--- src/pkg/qtc_pkg.sv ---
// ==========================================================
// shared constants of the quad timer counter unit
// ==========================================================
package qtc_pkg;
	// register byte offsets
	localparam logic [7:0] OFS_CTRL = 8'h00;
	localparam logic [7:0] OFS_MODE = 8'h04;
	localparam logic [7:0] OFS_CLKSEL = 8'h08;
	localparam logic [7:0] OFS_IRQ_EN = 8'h0c;
	localparam logic [7:0] OFS_STATUS = 8'h10;
	localparam logic [7:0] OFS_T0_LO = 8'h14;
	localparam logic [7:0] OFS_T0_HI = 8'h18;
	localparam logic [7:0] OFS_T1_LO = 8'h1c;
	localparam logic [7:0] OFS_T1_HI = 8'h20;
	localparam logic [7:0] OFS_LAST = 8'h38;
	localparam logic [7:0] OFS_RT_CTRL [2] = '{8'h24, 8'h30};
	localparam logic [7:0] OFS_RT_CNT [2] = '{8'h28, 8'h34};
	localparam logic [7:0] OFS_RT_RLD [2] = '{8'h2c, 8'h38};
	// timer_ctrl_reg fields
	localparam int CTRL_TF1 = 7;
	localparam int CTRL_RUN1 = 6;
	localparam int CTRL_TF0 = 5;
	localparam int CTRL_RUN0 = 4;
	// timer_mode_reg fields: two mode bits and a counter select per timer
	localparam int MODE_T0_LSB = 0;
	localparam int MODE_T0_CNT = 2;
	localparam int MODE_T1_LSB = 4;
	localparam int MODE_T1_CNT = 6;
	// clock select register fields
	localparam int CLK_SCA_LSB = 0;
	localparam int CLK_T0_SYS = 2;
	localparam int CLK_T1_SYS = 3;
	// reload timer control fields
	localparam int RT_RUN = 0;
	localparam int RT_SPLIT = 1;
	localparam int RT_SRC_LSB = 2;
	// status and mask layout
	localparam int ST_W = 6;
	localparam int ST_T0 = 0;
	localparam int ST_T1 = 1;
	localparam int ST_RT_HI [2] = '{2, 4};
	localparam int ST_RT_LO [2] = '{3, 5};
	// reset values
	localparam logic [7:0] CTRL_RST = 8'h00;
	localparam logic [7:0] MODE_RST = 8'h00;
	localparam logic [3:0] CLK_RST = 4'h0;
	localparam logic [3:0] RT_CTRL_RST = 4'h0;
	localparam logic [5:0] ST_RST = 6'h00;
	localparam logic [7:0] BYTE_RST = 8'h00;
	localparam logic [15:0] CNT_RST = 16'h0000;
	// clock divisors in system clock cycles: sys/4, sys/12, sys/48
	localparam int DIV_TAB [3] = '{4, 12, 48};
	localparam int DIV_IDX4 = 0;
	localparam int DIV_IDX12 = 1;
	localparam int DIV_IDX48 = 2;
	localparam logic [2:0] EXT_DIV_LAST = 3'h7;
	// axi responses
	localparam logic [1:0] RESP_OKAY = 2'h0;
	localparam logic [1:0] RESP_SLVERR = 2'h2;
	typedef enum logic [1:0] {QTC_M13, QTC_M16, QTC_M8R, QTC_MSPLIT} qtc_mode_t;
	typedef enum logic [1:0] {QTC_PRE12, QTC_PRE4, QTC_PRE48, QTC_PREEXT} qtc_pre_t;
	typedef enum logic [1:0] {QTC_SRC_SYS, QTC_SRC_DIV12, QTC_SRC_EXT8, QTC_SRC_OFF} qtc_src_t;
endpackage : qtc_pkg

--- src/pkg/qtc_tmr_if.sv ---
`timescale 1ns/1ps
// ==========================================================
// link between the unit and one auto-reload timer
// ==========================================================
interface qtc_tmr_if;
	logic run;
	logic split;
	logic tick;
	logic cnt_wr;
	logic rld_wr;
	logic [15:0] wdata;
	logic [15:0] wmask;
	logic [15:0] count;
	logic [15:0] reload;
	logic ovf_lo;
	logic ovf_hi;
	modport ctl(output run, split, tick, cnt_wr, rld_wr, wdata, wmask,
		input count, reload, ovf_lo, ovf_hi);
	modport timer(input run, split, tick, cnt_wr, rld_wr, wdata, wmask,
		output count, reload, ovf_lo, ovf_hi);
endinterface : qtc_tmr_if

--- src/hdl/qtc_reload_timer.sv ---
`timescale 1ns/1ps
// ==========================================================
// 16-bit auto-reload timer, splittable into two 8-bit halves
// ==========================================================
module qtc_reload_timer
	import qtc_pkg::*;
(
	input wire logic aclk,
	input wire logic aresetn,
	qtc_tmr_if.timer tif
);
	logic [15:0] count_reg;
	logic [15:0] reload_reg;
	logic ovf_lo_reg;
	logic ovf_hi_reg;
	logic lo_full;
	logic hi_full;
	logic step;

	// shared terms
	assign lo_full = count_reg[7:0] == 8'hff;
	assign hi_full = count_reg[15:8] == 8'hff;
	assign step = tif.run && tif.tick && !tif.cnt_wr;

	// reload value, byte lanes honoured
	always_ff @(posedge aclk)
	begin
		if (!aresetn)
			reload_reg <= CNT_RST;
		else if (tif.rld_wr)
			reload_reg <= (reload_reg & ~tif.wmask) | (tif.wdata & tif.wmask);
	end

	// count; a software write beats a tick in the same cycle
	always_ff @(posedge aclk)
	begin
		if (!aresetn)
			count_reg <= CNT_RST;
		else if (tif.cnt_wr)
			count_reg <= (count_reg & ~tif.wmask) | (tif.wdata & tif.wmask);
		else if (step && tif.split)
		begin
			count_reg[7:0] <= lo_full ? reload_reg[7:0] : count_reg[7:0] + 8'h01;
			count_reg[15:8] <= hi_full ? reload_reg[15:8] : count_reg[15:8] + 8'h01;
		end
		else if (step)
			count_reg <= (lo_full && hi_full) ? reload_reg : count_reg + 16'h0001;
	end

	// one-cycle overflow pulses, also usable as a time base
	always_ff @(posedge aclk)
	begin
		if (!aresetn)
		begin
			ovf_lo_reg <= 1'b0;
			ovf_hi_reg <= 1'b0;
		end
		else
		begin
			ovf_lo_reg <= step && tif.split && lo_full;
			ovf_hi_reg <= step && hi_full && (tif.split || lo_full);
		end
	end

	assign tif.count = count_reg;
	assign tif.reload = reload_reg;
	assign tif.ovf_lo = ovf_lo_reg;
	assign tif.ovf_hi = ovf_hi_reg;
endmodule : qtc_reload_timer

--- src/hdl/qtc_timer_unit.sv ---
// Decided for this implementation: the register offsets and register access over AXI4-Lite.
`timescale 1ns/1ps
// Contract
// - two 16-bit counter/timers behaving like the classic timer pair
// - two more 16-bit auto-reload timers, also giving time base pulses
// - timers 0/1: 13-bit, 16-bit, 8-bit reload; split 8-bit on timer 0 only
// - timers 2/3 run as one 16-bit or two 8-bit auto-reload timers
// - timers 0/1 clock from five sources via select bit and prescale field
// - each of timers 0/1 counts the prescaled clock or the system clock
// - timers 2/3 clock from system, system/12 or external oscillator/8
// - counter mode increments once per falling edge on the count pin
// - count pin events up to a quarter of system clock are counted
// - timers 0/1 count held as separately reachable low and high bytes
// - shared control register holds run enables and overflow flags
// - overflow interrupt only when that timer's enable bit is set
// - mode register has independent mode bits per timer
// - 13-bit mode: high byte upper bits, low byte bits 4..0 lower bits
// - 13-bit wrap from all ones sets overflow flag and may interrupt
module qtc_timer_unit
	import qtc_pkg::*;
(
	input wire logic aclk,
	input wire logic aresetn,
	input wire logic [7:0] s_axi_awaddr,
	input wire logic s_axi_awvalid,
	output logic s_axi_awready,
	input wire logic [31:0] s_axi_wdata,
	input wire logic [3:0] s_axi_wstrb,
	input wire logic s_axi_wvalid,
	output logic s_axi_wready,
	output logic [1:0] s_axi_bresp,
	output logic s_axi_bvalid,
	input wire logic s_axi_bready,
	input wire logic [7:0] s_axi_araddr,
	input wire logic s_axi_arvalid,
	output logic s_axi_arready,
	output logic [31:0] s_axi_rdata,
	output logic [1:0] s_axi_rresp,
	output logic s_axi_rvalid,
	input wire logic s_axi_rready,
	input wire logic count_input_pin_0,
	input wire logic count_input_pin_1,
	input wire logic ext_osc_clk,
	output logic [1:0] time_base_pulse,
	output logic irq
);
	// ==========================================================
	// declarations
	// ==========================================================
	logic awready_reg, wready_reg, bvalid_reg, arready_reg, rvalid_reg;
	logic aw_hold_reg, w_hold_reg, irq_reg;
	logic [1:0] bresp_reg, rresp_reg, time_base_reg;
	logic [31:0] rdata_reg, rd_mux;
	logic [7:0] waddr_reg;
	logic [31:0] wdata_reg;
	logic [3:0] wstrb_reg;
	logic wr_fire, wr_lo, rd_fire;
	logic [15:0] wmask;
	logic [7:0] timer_ctrl_reg, timer_mode_reg;
	logic [3:0] clk_reg;
	logic [ST_W-1:0] irq_enable_reg, status_reg, status_set;
	logic [3:0] rt_ctrl_reg [2];
	logic [2:0] sync1_reg, sync2_reg, sync3_reg, level_reg;
	logic [2:0] agree, pin_fall, pin_rise;
	logic [5:0] div_cnt_reg [3];
	logic [2:0] div_tick;
	logic [2:0] ext_cnt_reg;
	logic ext_tick, pre_tick;
	logic [7:0] tl_reg [2];
	logic [7:0] th_reg [2];
	logic [1:0] ovf_a, ovf_b;
	logic [15:0] rt_count [2];
	logic [15:0] rt_reload [2];
	logic [1:0] rt_ovf_lo, rt_ovf_hi;
	logic [1:0] tf_set;
	qtc_mode_t t0_mode, t1_mode;

	assign t0_mode = qtc_mode_t'(timer_mode_reg[MODE_T0_LSB +: 2]);
	assign t1_mode = qtc_mode_t'(timer_mode_reg[MODE_T1_LSB +: 2]);

	// ==========================================================
	// axi4-lite write channel
	// ==========================================================
	assign wr_fire = aw_hold_reg && w_hold_reg && !bvalid_reg;
	assign wr_lo = wr_fire && wstrb_reg[0];
	assign wmask = {{8{wstrb_reg[1]}}, {8{wstrb_reg[0]}}};

	// address and data are taken independently, in either order
	always_ff @(posedge aclk)
	begin
		if (!aresetn)
		begin
			awready_reg <= 1'b0;
			aw_hold_reg <= 1'b0;
			waddr_reg <= 8'h00;
		end
		else if (awready_reg && s_axi_awvalid)
		begin
			awready_reg <= 1'b0;
			aw_hold_reg <= 1'b1;
			waddr_reg <= s_axi_awaddr;
		end
		else if (bvalid_reg && s_axi_bready)
			aw_hold_reg <= 1'b0;
		else if (!aw_hold_reg)
			awready_reg <= 1'b1;
	end

	always_ff @(posedge aclk)
	begin
		if (!aresetn)
		begin
			wready_reg <= 1'b0;
			w_hold_reg <= 1'b0;
			wdata_reg <= 32'h0000_0000;
			wstrb_reg <= 4'h0;
		end
		else if (wready_reg && s_axi_wvalid)
		begin
			wready_reg <= 1'b0;
			w_hold_reg <= 1'b1;
			wdata_reg <= s_axi_wdata;
			wstrb_reg <= s_axi_wstrb;
		end
		else if (bvalid_reg && s_axi_bready)
			w_hold_reg <= 1'b0;
		else if (!w_hold_reg)
			wready_reg <= 1'b1;
	end

	// response one cycle after both halves are held
	always_ff @(posedge aclk)
	begin
		if (!aresetn)
		begin
			bvalid_reg <= 1'b0;
			bresp_reg <= RESP_OKAY;
		end
		else if (wr_fire)
		begin
			bvalid_reg <= 1'b1;
			bresp_reg <= (waddr_reg > OFS_LAST || waddr_reg[1:0] != 2'h0) ?
				RESP_SLVERR : RESP_OKAY;
		end
		else if (s_axi_bready)
			bvalid_reg <= 1'b0;
	end

	// ==========================================================
	// axi4-lite read channel
	// ==========================================================
	assign rd_fire = arready_reg && s_axi_arvalid;

	always_comb
	begin
		rd_mux = 32'h0000_0000;
		case (s_axi_araddr)
			OFS_CTRL: rd_mux[7:0] = timer_ctrl_reg;
			OFS_MODE: rd_mux[7:0] = timer_mode_reg;
			OFS_CLKSEL: rd_mux[3:0] = clk_reg;
			OFS_IRQ_EN: rd_mux[ST_W-1:0] = irq_enable_reg;
			OFS_STATUS: rd_mux[ST_W-1:0] = status_reg;
			OFS_T0_LO: rd_mux[7:0] = tl_reg[0];
			OFS_T0_HI: rd_mux[7:0] = th_reg[0];
			OFS_T1_LO: rd_mux[7:0] = tl_reg[1];
			OFS_T1_HI: rd_mux[7:0] = th_reg[1];
			OFS_RT_CTRL[0]: rd_mux[3:0] = rt_ctrl_reg[0];
			OFS_RT_CNT[0]: rd_mux[15:0] = rt_count[0];
			OFS_RT_RLD[0]: rd_mux[15:0] = rt_reload[0];
			OFS_RT_CTRL[1]: rd_mux[3:0] = rt_ctrl_reg[1];
			OFS_RT_CNT[1]: rd_mux[15:0] = rt_count[1];
			OFS_RT_RLD[1]: rd_mux[15:0] = rt_reload[1];
			default: rd_mux = 32'h0000_0000;
		endcase
	end

	// data is captured at the address handshake and shown next cycle
	always_ff @(posedge aclk)
	begin
		if (!aresetn)
		begin
			arready_reg <= 1'b0;
			rvalid_reg <= 1'b0;
			rdata_reg <= 32'h0000_0000;
			rresp_reg <= RESP_OKAY;
		end
		else if (rd_fire)
		begin
			arready_reg <= 1'b0;
			rvalid_reg <= 1'b1;
			rdata_reg <= rd_mux;
			rresp_reg <= (s_axi_araddr > OFS_LAST || s_axi_araddr[1:0] != 2'h0) ?
				RESP_SLVERR : RESP_OKAY;
		end
		else if (rvalid_reg && s_axi_rready)
			rvalid_reg <= 1'b0;
		else if (!rvalid_reg)
			arready_reg <= 1'b1;
	end

	// ==========================================================
	// software registers
	// ==========================================================
	// run enables from software; hardware overflow wins over a clearing write
	always_ff @(posedge aclk)
	begin
		if (!aresetn)
			timer_ctrl_reg <= CTRL_RST;
		else
		begin
			if (wr_lo && waddr_reg == OFS_CTRL)
				timer_ctrl_reg <= {wdata_reg[7:4], 4'h0};
			if (tf_set[0])
				timer_ctrl_reg[CTRL_TF0] <= 1'b1;
			if (tf_set[1])
				timer_ctrl_reg[CTRL_TF1] <= 1'b1;
		end
	end

	// mode and clock selection, one mode field group per timer, one shared prescale field
	always_ff @(posedge aclk)
	begin
		if (!aresetn)
		begin
			timer_mode_reg <= MODE_RST;
			clk_reg <= CLK_RST;
			irq_enable_reg <= ST_RST;
		end
		else if (wr_lo)
		begin
			if (waddr_reg == OFS_MODE)
				timer_mode_reg <= wdata_reg[7:0];
			if (waddr_reg == OFS_CLKSEL)
				clk_reg <= wdata_reg[3:0];
			if (waddr_reg == OFS_IRQ_EN)
				irq_enable_reg <= wdata_reg[ST_W-1:0];
		end
	end

	// sticky status, cleared by reading it; a same-cycle event survives
	assign status_set = {rt_ovf_lo[1], rt_ovf_hi[1], rt_ovf_lo[0], rt_ovf_hi[0], tf_set};

	always_ff @(posedge aclk)
	begin
		if (!aresetn)
			status_reg <= ST_RST;
		else if (rd_fire && s_axi_araddr == OFS_STATUS)
			status_reg <= status_set;
		else
			status_reg <= status_reg | status_set;
	end

	// one level interrupt; masked bits never reach it
	always_ff @(posedge aclk)
	begin
		if (!aresetn)
			irq_reg <= 1'b0;
		else
			irq_reg <= |(status_reg & irq_enable_reg);
	end

	// ==========================================================
	// pin sampling and clock sources
	// ==========================================================
	// three stages; the first stage feeds only the second
	always_ff @(posedge aclk)
	begin
		if (!aresetn)
		begin
			sync1_reg <= 3'h7;
			sync2_reg <= 3'h7;
			sync3_reg <= 3'h7;
			level_reg <= 3'h7;
		end
		else
		begin
			sync1_reg <= {ext_osc_clk, count_input_pin_1, count_input_pin_0};
			sync2_reg <= sync1_reg;
			sync3_reg <= sync2_reg;
			level_reg <= (level_reg & ~agree) | (sync3_reg & agree);
		end
	end

	// a new level counts once two stages agree; needs the pin held two clocks
	assign agree = ~(sync2_reg ^ sync3_reg);
	assign pin_fall = level_reg & agree & ~sync3_reg;
	assign pin_rise = ~level_reg & agree & sync3_reg;

	// free-running system clock dividers
	for (genvar k = 0; k < 3; k++)
	begin : g_div
		always_ff @(posedge aclk)
		begin
			if (!aresetn || div_tick[k])
				div_cnt_reg[k] <= 6'h00;
			else
				div_cnt_reg[k] <= div_cnt_reg[k] + 6'h01;
		end
		assign div_tick[k] = div_cnt_reg[k] == 6'(DIV_TAB[k] - 1);
	end

	// external oscillator divided by eight, counted on its sampled edges
	always_ff @(posedge aclk)
	begin
		if (!aresetn)
			ext_cnt_reg <= 3'h0;
		else if (pin_rise[2])
			ext_cnt_reg <= ext_cnt_reg + 3'h1;
	end
	assign ext_tick = pin_rise[2] && ext_cnt_reg == EXT_DIV_LAST;

	// shared prescaled clock for timers 0 and 1
	always_comb
	begin
		case (qtc_pre_t'(clk_reg[CLK_SCA_LSB +: 2]))
			QTC_PRE12: pre_tick = div_tick[DIV_IDX12];
			QTC_PRE4: pre_tick = div_tick[DIV_IDX4];
			QTC_PRE48: pre_tick = div_tick[DIV_IDX48];
			default: pre_tick = ext_tick;
		endcase
	end

	// ==========================================================
	// timers 0 and 1
	// ==========================================================
	// timer 1 overflow cannot flag while timer 0 borrows its flag in split mode
	assign tf_set[0] = ovf_a[0];
	assign tf_set[1] = (ovf_a[1] && t0_mode != QTC_MSPLIT) || ovf_b[0];

	for (genvar i = 0; i < 2; i++)
	begin : g_ct
		qtc_mode_t mode;
		logic sys_tick, tick, run_lo, run_hi, hi_wrap;
		logic [7:0] lo_n, hi_n;
		assign mode = (i == 0) ? t0_mode : t1_mode;
		assign sys_tick = clk_reg[CLK_T0_SYS + i] ? 1'b1 : pre_tick;
		assign tick = timer_mode_reg[MODE_T0_CNT + 4 * i] ? pin_fall[i] : sys_tick;
		// timer 1 holds in split mode; timer 0 high half borrows run 1
		assign run_lo = timer_ctrl_reg[CTRL_RUN0 + 2 * i] && tick &&
			!(i == 1 && mode == QTC_MSPLIT);
		assign run_hi = i == 0 && mode == QTC_MSPLIT && timer_ctrl_reg[CTRL_RUN1] && sys_tick;

		always_comb
		begin
			lo_n = tl_reg[i];
			hi_n = th_reg[i];
			ovf_a[i] = 1'b0;
			hi_wrap = 1'b0;
			if (run_lo)
			begin
				case (mode)
					QTC_M13:
					begin
						{hi_n, lo_n[4:0]} = {th_reg[i], tl_reg[i][4:0]} + 13'h0001;
						ovf_a[i] = &{th_reg[i], tl_reg[i][4:0]};
					end
					QTC_M16:
					begin
						{hi_n, lo_n} = {th_reg[i], tl_reg[i]} + 16'h0001;
						ovf_a[i] = &{th_reg[i], tl_reg[i]};
					end
					QTC_M8R:
					begin
						lo_n = (&tl_reg[i]) ? th_reg[i] : tl_reg[i] + 8'h01;
						ovf_a[i] = &tl_reg[i];
					end
					default:
					begin
						lo_n = tl_reg[i] + 8'h01;
						ovf_a[i] = &tl_reg[i];
					end
				endcase
			end
			if (run_hi)
			begin
				hi_n = th_reg[i] + 8'h01;
				hi_wrap = &th_reg[i];
			end
		end
		assign ovf_b[i] = hi_wrap;

		// byte writes land at once and beat a count in the same cycle
		always_ff @(posedge aclk)
		begin
			if (!aresetn)
			begin
				tl_reg[i] <= BYTE_RST;
				th_reg[i] <= BYTE_RST;
			end
			else
			begin
				tl_reg[i] <= (wr_lo && waddr_reg == OFS_T0_LO + 8'(8 * i)) ?
					wdata_reg[7:0] : lo_n;
				th_reg[i] <= (wr_lo && waddr_reg == OFS_T0_HI + 8'(8 * i)) ?
					wdata_reg[7:0] : hi_n;
			end
		end
	end

	// ==========================================================
	// timers 2 and 3
	// ==========================================================
	for (genvar j = 0; j < 2; j++)
	begin : g_rt
		qtc_tmr_if tif();
		always_ff @(posedge aclk)
		begin
			if (!aresetn)
				rt_ctrl_reg[j] <= RT_CTRL_RST;
			else if (wr_lo && waddr_reg == OFS_RT_CTRL[j])
				rt_ctrl_reg[j] <= wdata_reg[3:0];
		end
		always_comb
		begin
			case (qtc_src_t'(rt_ctrl_reg[j][RT_SRC_LSB +: 2]))
				QTC_SRC_SYS: tif.tick = 1'b1;
				QTC_SRC_DIV12: tif.tick = div_tick[DIV_IDX12];
				QTC_SRC_EXT8: tif.tick = ext_tick;
				default: tif.tick = 1'b0;
			endcase
		end
		assign tif.run = rt_ctrl_reg[j][RT_RUN];
		assign tif.split = rt_ctrl_reg[j][RT_SPLIT];
		assign tif.cnt_wr = wr_fire && waddr_reg == OFS_RT_CNT[j];
		assign tif.rld_wr = wr_fire && waddr_reg == OFS_RT_RLD[j];
		assign tif.wdata = wdata_reg[15:0];
		assign tif.wmask = wmask;
		assign rt_count[j] = tif.count;
		assign rt_reload[j] = tif.reload;
		assign rt_ovf_lo[j] = tif.ovf_lo;
		assign rt_ovf_hi[j] = tif.ovf_hi;
		qtc_reload_timer u_rt (
			.aclk(aclk),
			.aresetn(aresetn),
			.tif(tif)
		);
	end

	// registered time base pulses for other blocks
	always_ff @(posedge aclk)
	begin
		if (!aresetn)
			time_base_reg <= 2'h0;
		else
			time_base_reg <= rt_ovf_hi;
	end

	// ==========================================================
	// outputs
	// ==========================================================
	assign s_axi_awready = awready_reg;
	assign s_axi_wready = wready_reg;
	assign s_axi_bvalid = bvalid_reg;
	assign s_axi_bresp = bresp_reg;
	assign s_axi_arready = arready_reg;
	assign s_axi_rvalid = rvalid_reg;
	assign s_axi_rdata = rdata_reg;
	assign s_axi_rresp = rresp_reg;
	assign time_base_pulse = time_base_reg;
	assign irq = irq_reg;
endmodule : qtc_timer_unit

--- config.mk ---
export PLATFORM = sky130hd
export DESIGN_NAME = qtc_timer_unit
export DESIGN_NICKNAME = d
export VERILOG_FILES = /design/src/pkg/qtc_pkg.sv /design/src/pkg/qtc_tmr_if.sv /design/src/hdl/qtc_reload_timer.sv /design/src/hdl/qtc_timer_unit.sv
export SDC_FILE = /design/constraint.sdc
export NUM_CORES = 1
export LEC_CHECK = 0
export BUFFER_PORTS_ARGS = -buffer_cell sky130_fd_sc_hd__buf_2
export CAP_MARGIN = 5
export CORE_MARGIN = 4
export CORE_UTILIZATION = 46
export DETAILED_ROUTE_END_ITERATION = 6
export PLACE_DENSITY = 0.66
export SYNTH_ARGS = -nofsm -noshare
export SYNTH_HDL_FRONTEND = slang
export SYNTH_SLANG_ARGS = --single-unit
--- constraint.sdc ---
create_clock -name aclk -period 3.13 [get_ports aclk]
set_input_delay 0.626 -clock aclk [delete_from_list [all_inputs] [get_ports aclk]]
set_output_delay 0.626 -clock aclk [all_outputs]
set_load 0.005 [all_outputs]
==> results.toml <==
[setup_path]
path_cells = "ha_1 -> ha_1 -> nand4b_1 -> o21ai_0 -> nand3_1 -> nand2b_1 -> nand2_1 -> a21oi_1 -> o221a_2"
cpPeakStageDelay_ns = 0.46
required_ns = 3.56
crit_type = "reg -> reg"
cp-start-kind = "flop"
timing.critical_path.mode_cell = "ha_1"
crit_path_end_kind = "flop"
slowest_stage = "nand2b_1"
cp.arrival_ns = 3.27
critPathMaxFanout = 11

[final_layout]
num_antenna_cells = 0
area_growth_pct = 12.61
drive_gt1_frac = 0.1220
layout_commonest_cell = "dfxtp_1"
nFillCells = 2599
final_cell_mix = "dfxtp_1 (215), nand2_1 (209), nor2_1 (147), a21oi_1 (144), nand3_1 (98)"
finish.utilization = 0.5284
nNetsFinal = 1671
stdcell_area_sq_um = 13810

[floorplan]
start_util = 0.4692
io_pins = 106
rows = 59
die_area_sq_um = 29330
core-area_sq_um = 26130
die_w_um = 171.3
die_h_um = 171.3

[clock_network]
post-cts-setup-buffers = 0
cts-root-buf = "clkbuf_16"
cts-hold-fix-buffers = 0
cts_buffers = 26
cts_tree = "done"
cts_max_path_buffers = 3
h-tree-depth = 1
cts.sinks = 223
clk_pin_slew_ns = 0.06
cts_resized = 0
clock_latency_ns = 0.55

[sta]
worst_slack_ns = 0.2924
finalCriticalPeriod_ns = 2.838
fin_crit_sh = 0.9066
fmax_mhz = 352.4
worst_clock_skew_ns = 0.02041
fin_tns_setup_ns = 0
hold_viol_final = 0
slew_headroom = 0.3714
tightest_slew_ns = 0.9416
setup_viol = 0
finalMaxSlewViolations = 0
rsz0062_at_grt = "false"

[run]
drv_cap = 0

[logic_synthesis]
synth_top_cell_area_share = 0.3510
async_reset_ff_frac = 0
avgSynthCellArea_sq_um = 7.921
synth-compound-area-share = 0.2289
yosys.area_share.simple = 0.2438
yosys_warnings = 0
seq_area_frac_synth = 0.3706
synth-edff-count = 8
yosysTopAreaCell = "dfxtp_1"
synthAdderAreaFrac = 0.02347
synthTopCellsByArea = "dfxtp_1 (35%), nand2_1 (6.4%), a21oi_1 (5.9%)"
synth_cell_type_count = 84
syn-instance-count = 1548
synth_top_family_by_area = "simple AND/OR/NAND/NOR gates"
synthMuxAreaShare = 0.05224
synth-seq-cells = 223
syn_area_sq_um = 12260
synth_flop_cell = "dfxtp_1"
synth_xor_area_frac = 0.03071

[place]
hpwl_um = 29590
gp_congestion = 1.031
placed_cell_area_sq_um = 12900
dp_slack_ns = 0.06334
portBuffers = 69

[detailed_routing]
vias = 12073
wl_um = 41100
viasPerCell = 6.220
firstDrtPassIters = 6
ant_nets = 0
route.detailed.drc = 0
drt_iter0_drc = 1429
wl_per_cell_um = 21.17

[grt]
overflow = 0
track_usage = 0.2728
grt_max_degree = 88
grt_pass1_vias = 11019
grt_pass1_wl_um = 63580
antenna_found_initial = 0

[power]
finalPower_w = 0.006588
ir_worst_vdd_v = 0.0003647
power_density_nw_per_um2 = 477.1
power.leakage_nw = 5.270

[outcome]
status = "complete, no violations"

[hold_path]
hold_class = "in -> reg"
==> cells in the mapped netlist (13+ instances only) <==
cell / count
xnor2_1: 19
a22oi_1: 34
inv_1: 22
a21oi_1: 144
a22o_1: 16
nand2b_1: 20
nand4_1: 16
o211ai_1: 16
dfxtp_1: 215
ha_1: 23
xor2_1: 24
mux2i_1: 55
nor3_1: 22
and3_1: 25
clkbuf_1: 77
nand3_1: 98
o221ai_1: 13
buf_4: 20
o21ai_0: 76
a31oi_1: 33
nor2_1: 147
and2_1: 23
nand2_1: 209
==> power by group <==
| part | leakage (nW) | switching, W | internal, W | total (W) |
|---|---|---|---|---|
| combinational | 3.01 | 0.000242 | 0.000131 | 0.000373 |
| clock | 0.432 | 0.00130 | 0.00191 | 0.00321 |
| sequential | 1.82 | 0.0000944 | 0.00291 | 0.00301 |
| total | 5.27 | 0.00163 | 0.00495 | 0.00659 |
==> stage by stage <==
stage                     std cells  hold WS (ns)
after floorplan                1565        0.3863
after global placement         1893        0.3999
after detailed placement       1893        0.4019
after CTS                      1941        0.2637
after global routing           1941        0.2739
final                          1941        0.2731
==> area by class of cell <==
cell class | instances | area, sq um | area share
multi-input combinational | 1205 | 7179 | 0.5199
sequential | 223 | 4544 | 0.3291
clock buffer | 29 | 683.2 | 0.04947
timing repair buffer | 108 | 675.6 | 0.04893
tap | 335 | 419.2 | 0.03036
clock inverter | 19 | 221.5 | 0.01604
inverter | 22 | 85.08 | 0.006162
==> logic make-up after synthesis <==
| group | count (synthesis) |
|---|---|
| and+or+nand+nor | 625 |
| AOI/OAI and AO/OA | 433 |
| DFF | 223 |
| buffers and inverters | 137 |
| muxes | 63 |
| xor gates and xnor gates | 43 |
| adders and majority gates | 23 |
| other | 1 |
==> worst paths after layout <==
kind	cells after the start	slack (ns)	startpoint	endpoint
worst max-delay path	9	0.29	ext_cnt_reg[0]$_SDFFE_PN0P_	flop
worst min-delay path	2	0.27	count_input_pin_0	sync1_reg[0]$_SDFF_PN1_
worst max register to register	9	0.29	ext_cnt_reg[0]$_SDFFE_PN0P_	flop
worst min register to register	1	0.42	sync1_reg[2]$_SDFF_PN1_	sync2_reg[2]$_SDFF_PN1_
==> metal layers <==
metal  wire [um]  vias up  GRT usage  share of wire
met4         920        0    0.06028          0.022
met1       18380     5690     0.3985           0.45
met2       17710      620     0.4165           0.43
met3        4093       71    0.05700           0.10
li1            -     5692          -              -
met5           0        -          0              0
==> critical path: cells and delay by family, from the launching register on <==
family	cells	cell delay [ns]
DFF	1	0.36
adders and majority gates	2	0.31
AOI/OAI and AO/OA	3	0.68
and+or+nand+nor	4	1.39
(Power assumes the default switching activity.)
